## config.mk

```make
export PLATFORM = sky130hd
export DESIGN_NAME = mca_top
export DESIGN_NICKNAME = d
export VERILOG_FILES = /design/src/hdl/mca_pkg.sv /design/src/hdl/mca_top.sv
export SDC_FILE = /design/constraint.sdc
export NUM_CORES = 2
export LEC_CHECK = 0
export ABC_AREA = 1
export CORE_ASPECT_RATIO = 0.5
export CORE_UTILIZATION = 44
export CTS_CLUSTER_SIZE = 8
export DETAILED_ROUTE_END_ITERATION = 8
export DONT_BUFFER_PORTS = 1
export HOLD_SLACK_MARGIN = 0.03
export PLACE_DENSITY_LB_ADDON = 0.15
export SYNTH_ARGS = -nofsm -noshare
export SYNTH_HDL_FRONTEND = slang
export SYNTH_SLANG_ARGS = --single-unit
```

## constraint.sdc

```tcl
create_clock -name pclk -period 17.9 [get_ports pclk]
set_input_delay 3.58 -clock pclk [delete_from_list [all_inputs] [get_ports pclk]]
set_output_delay 3.58 -clock pclk [all_outputs]
set_load 0.01 [all_outputs]
```

## src/hdl/mca_pkg.sv

```systemverilog
// How it works
// - Aux code 0000b unused, 0010b reserved, 0101b laser wavelength.
// - Aux code 0001b: result is photodiode bias voltage, 10mV per count.
// - Aux code 0011b: result is cooler current, 0.1mA per count.
// - Aux code 0100b: result uses signed module temperature encoding.
// - Aux codes 0110b-1001b: supply voltages encoded like primary supply.
// - Aux codes 1010b,1101b-1111b: supply currents, 0.1mA per count.
// - Unmasked threshold crossing sets alarm or warning flag and interrupt.
// - Diode or bias-set crossing raises safety fault, gate, shutdown at once.
// - Factory gain gives 38.147uV per count on power and bias channels.
// - Supply and aux voltage results are unsigned, 100uV per count.
// - Temperature is two's complement, whole degrees high, 1/256 low.
// - Temp offset only; supply gain and offset; others also shift, except signed aux results.
// - Largest unsigned result is FFF8h shifted right by the shift count (supply unshifted); signed tops at 7FF8h.
// - Nonzero shift moves unsigned non-supply results right before they are stored.
// - Flags latch on first excursion, clear when their location is read.
package mca_pkg;
    localparam int NCH = 8;
    localparam int NALM = 6;
    localparam int NFLAG = 25;
    localparam int FAULT_BIT = 24;
    localparam int GAIN_SHIFT = 15;
    // Channel numbers on the converter side
    localparam logic [2:0] CH_TEMP = 3'h0;
    localparam logic [2:0] CH_SUPPLY = 3'h1;
    localparam logic [2:0] CH_BIAS = 3'h2;
    localparam logic [2:0] CH_RXPWR = 3'h3;
    localparam logic [2:0] CH_AUX1 = 3'h4;
    localparam logic [2:0] CH_AUX2 = 3'h5;
    localparam logic [2:0] CH_BMD = 3'h6;
    localparam logic [2:0] CH_BSET = 3'h7;
    // Aux unit codes
    localparam logic [3:0] UNIT_UNUSED = 4'h0;
    localparam logic [3:0] UNIT_RSVD = 4'h2;
    localparam logic [3:0] UNIT_LTEMP = 4'h4;
    localparam logic [3:0] UNIT_NOCODE_A = 4'hB;
    localparam logic [3:0] UNIT_NOCODE_B = 4'hC;
    // Result kinds
    localparam logic [1:0] KIND_OFF = 2'h0;
    localparam logic [1:0] KIND_UNS = 2'h1;
    localparam logic [1:0] KIND_SGN = 2'h2;
    // Clamp limits
    localparam logic [15:0] U_MAX = 16'hFFF8;
    localparam logic [15:0] S_MAX = 16'h7FF8;
    localparam logic [15:0] S_MIN = 16'h8800;
    // Register byte offsets
    localparam logic [11:0] ADDR_CTRL = 12'h000;
    localparam logic [11:0] ADDR_STATUS = 12'h004;
    localparam logic [11:0] ADDR_MASK = 12'h008;
    localparam logic [11:0] ADDR_FAULT = 12'h00C;
    localparam logic [11:0] ADDR_FMASK = 12'h010;
    localparam logic [11:0] BASE_GAIN = 12'h040;
    localparam logic [11:0] BASE_OFFSET = 12'h060;
    localparam logic [11:0] BASE_SHIFT = 12'h080;
    localparam logic [11:0] BASE_RESULT = 12'h0A0;
    localparam logic [11:0] BASE_THR = 12'h100;
    // Reset values; unity gain keeps the factory weighting
    localparam logic [15:0] GAIN_RST = 16'h8000;
    localparam logic [15:0] OFFSET_RST = 16'h0000;
    localparam logic [3:0] SHIFT_RST = 4'h0;
    localparam logic [15:0] THR_RST = 16'h0000;
    localparam logic [24:0] MASK_RST = 25'h1FFFFFF;
    localparam logic [2:0] FMASK_RST = 3'h7;
    localparam logic [3:0] AUX_RST = 4'h0;
endpackage

```

## src/hdl/mca_top.sv

```systemverilog
`timescale 1ns/1ps
module mca_top (
    input wire logic pclk,
    input wire logic presetn,
    input wire logic psel,
    input wire logic penable,
    input wire logic pwrite,
    input wire logic [11:0] paddr,
    input wire logic [31:0] pwdata,
    output logic [31:0] prdata,
    output logic pready,
    output logic pslverr,
    input wire logic sample_valid,
    input wire logic [2:0] sample_chan,
    input wire logic [15:0] sample_data,
    output logic interrupt,
    output logic laser_gate_output,
    output logic laser_shutdown
);
    typedef struct packed {
        logic vld_s1;
        logic vld_s2;
        logic vld_s3;
        logic [15:0] dat_s1;
        logic [15:0] dat_s2;
        logic [2:0] ch_s1;
        logic [2:0] ch_s2;
        logic [7:0][15:0] gain;
        logic [7:0][15:0] offset;
        logic [7:0][15:0] result;
        logic [7:0][3:0] shift;
        logic [5:0][3:0][15:0] thr;
        logic [2:0][15:0] safe_thr;
        logic [1:0][3:0] aux_unit;
        logic [24:0] status;
        logic [24:0] mask;
        logic fault;
        logic [2:0] fault_mask;
        logic irq;
        logic [31:0] prdata;
    } mca_state_t;

    mca_state_t state;
    mca_state_t next_state;

    logic samp;
    logic [2:0] ch;
    logic [1:0] kind;
    logic sgn;
    logic g_en;
    logic sh_en;
    logic [15:0] cal_val;
    logic [24:0] set;
    logic [24:0] clr;
    logic fault_hit;
    logic fclr;
    logic hit;
    logic wr;
    logic rd;
    logic [2:0] idx;
    logic [31:0] rdata;
    logic in_gain;
    logic in_off;
    logic in_shift;
    logic in_res;
    logic in_thr;
    logic in_safe;

    // Which encoding an aux unit code selects
    function automatic logic [1:0] aux_kind(input logic [3:0] code);
        if (code == mca_pkg::UNIT_UNUSED || code == mca_pkg::UNIT_NOCODE_A ||
            code == mca_pkg::UNIT_NOCODE_B) begin
            return mca_pkg::KIND_OFF;
        end else if (code == mca_pkg::UNIT_LTEMP) begin
            return mca_pkg::KIND_SGN;
        end
        return mca_pkg::KIND_UNS;
    endfunction

    // Greater-than in the encoding of the channel
    function automatic logic cmp_gt(input logic [15:0] a,
                                    input logic [15:0] b,
                                    input logic sgn);
        return sgn ? ($signed(a) > $signed(b)) : (a > b);
    endfunction

    // Gain, offset, clamp, then shift
    function automatic logic [15:0] cal(input logic [15:0] raw, gain, offs,
                                        input logic [3:0] sh,
                                        input logic sgn, g_en, sh_en);
        logic [31:0] prod;
        logic signed [33:0] acc;
        logic [15:0] v;
        prod = raw * gain;
        if (g_en) begin
            acc = $signed({2'b00, prod}) >>> mca_pkg::GAIN_SHIFT;
        end else if (sgn) begin
            acc = $signed({{18{raw[15]}}, raw});
        end else begin
            acc = $signed({18'h00000, raw});
        end
        // Offset register holds a quarter of the correction
        acc = acc + $signed({{16{offs[15]}}, offs, 2'b00});
        if (sgn) begin
            if (acc > $signed({18'h00000, mca_pkg::S_MAX})) begin
                v = mca_pkg::S_MAX;
            end else if (acc < $signed({{18{1'b1}}, mca_pkg::S_MIN})) begin
                v = mca_pkg::S_MIN;
            end else begin
                v = acc[15:0];
            end
        end else begin
            if (acc < 0) begin
                v = 16'h0000;
            end else if (acc > $signed({18'h00000, mca_pkg::U_MAX})) begin
                v = mca_pkg::U_MAX;
            end else begin
                v = acc[15:0];
            end
            v = sh_en ? v >> sh : v;
        end
        return v;
    endfunction

    // Region decode of the register map
    always_comb begin
        idx = paddr[4:2];
        in_gain = paddr[11:5] == mca_pkg::BASE_GAIN[11:5];
        in_off = paddr[11:5] == mca_pkg::BASE_OFFSET[11:5];
        in_shift = paddr[11:5] == mca_pkg::BASE_SHIFT[11:5];
        in_res = paddr[11:5] == mca_pkg::BASE_RESULT[11:5];
        in_thr = paddr[11:7] == mca_pkg::BASE_THR[11:7] &&
                 paddr[6:4] < 3'h6;
        in_safe = paddr[11:7] == mca_pkg::BASE_THR[11:7] &&
                  paddr[6:4] == 3'h6 && paddr[3:2] < 2'h3;
        hit = in_gain || in_off || in_shift || in_res || in_thr ||
              in_safe || paddr == mca_pkg::ADDR_CTRL ||
              paddr == mca_pkg::ADDR_STATUS ||
              paddr == mca_pkg::ADDR_MASK ||
              paddr == mca_pkg::ADDR_FAULT ||
              paddr == mca_pkg::ADDR_FMASK;
        wr = psel && penable && pwrite;
        rd = psel && penable && !pwrite;
    end

    // Read data, captured in the setup phase
    always_comb begin
        rdata = 32'h00000000;
        if (in_gain) begin
            rdata[15:0] = state.gain[idx];
        end else if (in_off) begin
            rdata[15:0] = state.offset[idx];
        end else if (in_shift) begin
            rdata[3:0] = state.shift[idx];
        end else if (in_res) begin
            rdata[15:0] = state.result[idx];
        end else if (in_thr) begin
            rdata[15:0] = state.thr[paddr[6:4]][paddr[3:2]];
        end else if (in_safe) begin
            rdata[15:0] = state.safe_thr[paddr[3:2]];
        end else begin
            case (paddr)
                mca_pkg::ADDR_CTRL: begin
                    rdata[7:0] = {state.aux_unit[1], state.aux_unit[0]};
                end
                mca_pkg::ADDR_STATUS: begin
                    rdata[24:0] = state.status;
                end
                mca_pkg::ADDR_MASK: begin
                    rdata[24:0] = state.mask;
                end
                mca_pkg::ADDR_FAULT: begin
                    rdata[0] = state.fault;
                end
                mca_pkg::ADDR_FMASK: begin
                    rdata[2:0] = state.fault_mask;
                end
                default: begin
                    rdata = 32'h00000000;
                end
            endcase
        end
    end

    // Channel encoding and calibration of the arriving sample
    always_comb begin
        samp = state.vld_s2 && !state.vld_s3;
        ch = state.ch_s2;
        case (ch)
            mca_pkg::CH_TEMP: kind = mca_pkg::KIND_SGN;
            mca_pkg::CH_AUX1: kind = aux_kind(state.aux_unit[0]);
            mca_pkg::CH_AUX2: kind = aux_kind(state.aux_unit[1]);
            default: kind = mca_pkg::KIND_UNS;
        endcase
        sgn = kind == mca_pkg::KIND_SGN;
        g_en = ch != mca_pkg::CH_TEMP;
        sh_en = ch != mca_pkg::CH_TEMP && ch != mca_pkg::CH_SUPPLY;
        if (kind == mca_pkg::KIND_OFF) begin
            cal_val = 16'h0000;
        end else begin
            cal_val = cal(state.dat_s2, state.gain[ch], state.offset[ch],
                          state.shift[ch], sgn, g_en, sh_en);
        end
    end

    // Next state: synchronisers, results, flags, fault, bus writes
    always_comb begin
        next_state = state;
        set = '0;
        clr = '0;
        fault_hit = 1'b0;
        fclr = 1'b0;
        // Converter signals cross in from another domain
        next_state.vld_s1 = sample_valid;
        next_state.vld_s2 = state.vld_s1;
        next_state.vld_s3 = state.vld_s2;
        next_state.dat_s1 = sample_data;
        next_state.dat_s2 = state.dat_s1;
        next_state.ch_s1 = sample_chan;
        next_state.ch_s2 = state.ch_s1;
        if (samp) begin
            next_state.result[ch] = cal_val;
            if (kind != mca_pkg::KIND_OFF && ch < 3'h6) begin
                // Even slots trip high, odd slots trip low
                for (int k = 0; k < 4; k++) begin
                    if (k[0] ? cmp_gt(state.thr[ch][k], cal_val, sgn)
                              : cmp_gt(cal_val, state.thr[ch][k], sgn)) begin
                        set[{ch, 2'(k)}] = !state.mask[{ch, 2'(k)}];
                    end
                end
            end
            if (ch == mca_pkg::CH_BMD) begin
                fault_hit = (cal_val > state.safe_thr[0] &&
                             !state.fault_mask[0]) ||
                            (cal_val < state.safe_thr[1] &&
                             !state.fault_mask[1]);
            end
            if (ch == mca_pkg::CH_BSET) begin
                fault_hit = cal_val > state.safe_thr[2] &&
                            !state.fault_mask[2];
            end
        end
        set[mca_pkg::FAULT_BIT] = fault_hit &&
                                  !state.mask[mca_pkg::FAULT_BIT];
        if (psel && !penable) begin
            next_state.prdata = rdata;
        end
        // Only the bits the host actually saw are cleared
        if (rd && paddr == mca_pkg::ADDR_STATUS) begin
            clr = state.prdata[24:0];
        end
        if (wr) begin
            if (in_gain) begin
                next_state.gain[idx] = pwdata[15:0];
            end else if (in_off) begin
                next_state.offset[idx] = pwdata[15:0];
            end else if (in_shift) begin
                next_state.shift[idx] = pwdata[3:0];
            end else if (in_thr) begin
                next_state.thr[paddr[6:4]][paddr[3:2]] = pwdata[15:0];
            end else if (in_safe) begin
                next_state.safe_thr[paddr[3:2]] = pwdata[15:0];
            end else begin
                case (paddr)
                    mca_pkg::ADDR_CTRL: begin
                        next_state.aux_unit[0] = pwdata[3:0];
                        next_state.aux_unit[1] = pwdata[7:4];
                    end
                    mca_pkg::ADDR_STATUS: clr = clr | pwdata[24:0];
                    mca_pkg::ADDR_MASK: next_state.mask = pwdata[24:0];
                    mca_pkg::ADDR_FAULT: fclr = pwdata[0];
                    mca_pkg::ADDR_FMASK: begin
                        next_state.fault_mask = pwdata[2:0];
                    end
                    default: begin
                    end
                endcase
            end
        end
        // A new event wins over a clear in the same cycle
        next_state.status = (state.status & ~clr) | set;
        next_state.fault = (state.fault && !fclr) || fault_hit;
        next_state.irq = |(next_state.status & ~next_state.mask);
    end

    // State register
    always_ff @(posedge pclk or negedge presetn) begin
        if (!presetn) begin
            state <= '0;
            state.gain <= {mca_pkg::NCH{mca_pkg::GAIN_RST}};
            state.offset <= {mca_pkg::NCH{mca_pkg::OFFSET_RST}};
            state.shift <= {mca_pkg::NCH{mca_pkg::SHIFT_RST}};
            state.thr <= {(mca_pkg::NALM * 4){mca_pkg::THR_RST}};
            state.safe_thr <= {3{mca_pkg::THR_RST}};
            state.aux_unit <= {2{mca_pkg::AUX_RST}};
            state.mask <= mca_pkg::MASK_RST;
            state.fault_mask <= mca_pkg::FMASK_RST;
        end else begin
            state <= next_state;
        end
    end

    // Zero-wait slave; gate follows the fault flop directly
    assign prdata = state.prdata;
    assign pready = 1'b1;
    assign pslverr = psel && penable && !hit;
    assign interrupt = state.irq;
    assign laser_gate_output = state.fault;
    assign laser_shutdown = state.fault;
endmodule

```

==> impl_metrics.json <==
{
  "status": "complete, but fails checks",
  "violations": "max-slew violations",
  "critPathLaunchType": "register",
  "critPathMostFrequentCell": "inv_1",
  "worst_pin_slew_ps": 1560,
  "finalSetupViolations": 0,
  "critPathSlowestCell": "dfrtp_1",
  "rsz0062_at_grt": "no",
  "yosys_register_bits": 977,
  "ctsHtreeMaxLevel": 4,
  "synth.mux.area_fraction": 0,
  "fmax_mhz": 59.5,
  "cts_tree": "built",
  "finalPower_w": 0.00730,
  "stdcell_count": 8991,
  "totalWireLength_um": 232000,
  "synth_async_sr_flop_share": 1.00,
  "drcViolationCount": 0,
  "area_delta_synth_final_pct": 8.78,
  "wl_met2_um": 101000,
  "core_area_mm2": 0.134,
  "overflow": 0,
  "synth_most_common_cell": "nand2_1",
  "synth_top_area_share": 0.395,
  "grt_first_pass_wirelength_um": 343000,
  "critPathKind": "reg -> reg",
  "grt_pass1_vias": 51800,
  "holdBufCountCts": 0,
  "dp_cells": 8789,
  "cp-end-kind": "register",
  "grt_max_degree": 978,
  "cp_slowest_stage_delay_ps": 820,
  "finalHoldViolCount": 0,
  "dr.pass1.iters": 7,
  "yosys.area_share.xor_xnor": 0.00338,
  "clk_latency_ps": 790,
  "rr_endpoint": "interrupt$_DFF_PN0_",
  "min_path_cells": 0,
  "postCtsSetupBuffers": 0,
  "final_util": 0.482,
  "avgSynthCellArea_um2": 8.04,
  "skew_ps": 39.8,
  "period_needed_ps": 16820,
  "yosys-top-cells-count": "1872 x nand2_1, 1248 x o21ai_0, 941 x dfrtp_1, 662 x inv_1, 435 x clkbuf_1",
  "fp.dieH_um": 262,
  "worst-path-max-fanout": 35,
  "period_share": 0.940,
  "cts-root-buf": "clkbuf_16",
  "yosys_warnings": 0,
  "postRouteAntennaNets": 0,
  "worstHoldEndpoint": "state[954]$_DFF_PN0_",
  "required_ps": 18550,
  "cp_num_buf_inv": 12,
  "arrival_ps": 17470,
  "num-fill-cells": 13400,
  "fin_setup_tns_ps": 0,
  "drt_first_iter_violations": 7249,
  "ys_seq_area_frac": 0.411,
  "viasPerCell": 6.10,
  "leakage_nw": 28.5,
  "ys_types": 67,
  "vias": 54900,
  "topRoutingLayerUsed": "met4",
  "io_pins": 106,
  "final_area_mm2": 0.0648,
  "hold_start": "next_state[954]$_DFF_PN0_",
  "syn_area_mm2": 0.0596,
  "die-area_mm2": 0.137,
  "synth-compound-area-share": 0.223,
  "synth_top_family_by_area": "compound AO/OA/AOI/OAI gates",
  "place.gp.congestion": 0.958,
  "met1Wirelength_um": 97300,
  "yosys.area_share.simple": 0.168,
  "synthAdderAreaFrac": 0.113,
  "yosys.area.top_type": "dfrtp_1",
  "peakVddDrop_mv": 0.0805,
  "port_buffers": 0,
  "slew_headroom": -0.0386,
  "synthFlopType": "dfrtp_1",
  "drive_above_1_share": 0.0584,
  "clk_pin_slew_worst_paths_ps": 60,
  "r2r_setup_slack_ps": 1080,
  "wl_met3_um": 22900,
  "final_nets": 7634,
  "clkSinkCount": 977,
  "powerDensity_mw_per_mm2": 113,
  "synth_cells": 7411,
  "die_width_um": 522,
  "clock_path_buffers": 3,
  "detailed_place_hpwl_um": 146000,
  "track_usage": 0.337,
  "antenna_found_initial": 4,
  "hold_path.class": "reg -> reg",
  "start_util": 0.443,
  "slew_viol_final": 112,
  "synth_edf_count": 0,
  "r2r-start": "ch[1]$_DFF_PN0_",
  "cp_top_family": "simple AND/OR/NAND/NOR gates",
  "synth_area_leaders": "dfrtp_1 40%, nand2_1 12%, o21ai_0 10%",
  "rows": 95,
  "cts_inserted_buffers": 140,
  "wl_per_cell_um": 25.8,
  "ctsResizeCount": 0,
  "cap_violations": 0,
  "place_area_mm2": 0.0607,
  "r2r_cells": 59
}
## report_power, final
| part | internal [W] | switching, W |
|---|---|---|
| Clock | 0.00146 | 0.00105 |
| Combinational | 0.000749 | 0.00162 |
| Sequential | 0.00233 | 0.0000863 |
| Total | 0.00454 | 0.00276 |
## kinds of logic (layout without fill, tap and decap cells)
kind of cell	after synthesis	in the layout
AND/OR/NAND/NOR	2513	2513
AO/OA/AOI/OAI	2239	2239
buffers and inverters	1234	1011
flip-flops	977	977
adder cells (fa/ha/maj)	423	423
XOR/XNOR	23	23
other	2	11
## area by class of cell
cell class / count / area, µm² / area share
well taps: 1794 / 2240 / 0.0346
inverters: 683 / 2580 / 0.0398
multi-input cells: 5206 / 30400 / 0.469
clock inverters: 11 / 171 / 0.00265
diodes: 3 / 7.51 / 0.000116
repair buffers: 134 / 1130 / 0.0175
clock buffers: 183 / 3770 / 0.0582
flip-flops and latches: 977 / 24500 / 0.378
## flip-flops by register name, indices dropped and copies added (netlist names)
signal / cells
next_state: 21
laser_gate_output: 1
interrupt: 1
prdata: 25
ch: 3
state: 926
## layer usage
metal | up-vias | track usage
met4 | 0 | 0.150
met2 | 2903 | 0.520
met5 | - | 0
li1 | 24600 | -
met3 | 576 | 0.0676
met1 | 26800 | 0.460
## through the flow
stage / hold slack, ps / worst slack [ps]
5_1_grt: 347 / 83.6
2_1_floorplan: 331 / 5020
3_5_place_dp: 335 / 1470
3_3_place_gp: 333 / 1330
4_1_cts: 339 / 1410
6_report: 337 / 1080
## worst max-delay path by stage
stage,start,end,slack [ps],cells past startpoint
final,ch[1]$_DFF_PN0_,interrupt$_DFF_PN0_,1080,59
after floorplan,ch[0]$_DFF_PN0_,interrupt$_DFF_PN0_,5020,70
after global routing,ch[1]$_DFF_PN0_,interrupt$_DFF_PN0_,80,72
after global placement,ch[1]$_DFF_PN0_,interrupt$_DFF_PN0_,1330,59
after detailed placement,ch[1]$_DFF_PN0_,interrupt$_DFF_PN0_,1470,59
after CTS,ch[1]$_DFF_PN0_,interrupt$_DFF_PN0_,1410,68
## layout by cell type (no fill, tap or decap), drive strengths merged, types with 49 or more instances in the layout
master and count:
o22ai 260, inv 678, o21ai 1256, nand2 1883, a22oi 93, o211ai 49
o2111ai 67, clkbuf 183, a21oi 194, nand3 188, ha 228, nor2 337
dfrtp 941, fa 195, a221oi 115, buf 134
(Power assumes the default switching activity.)
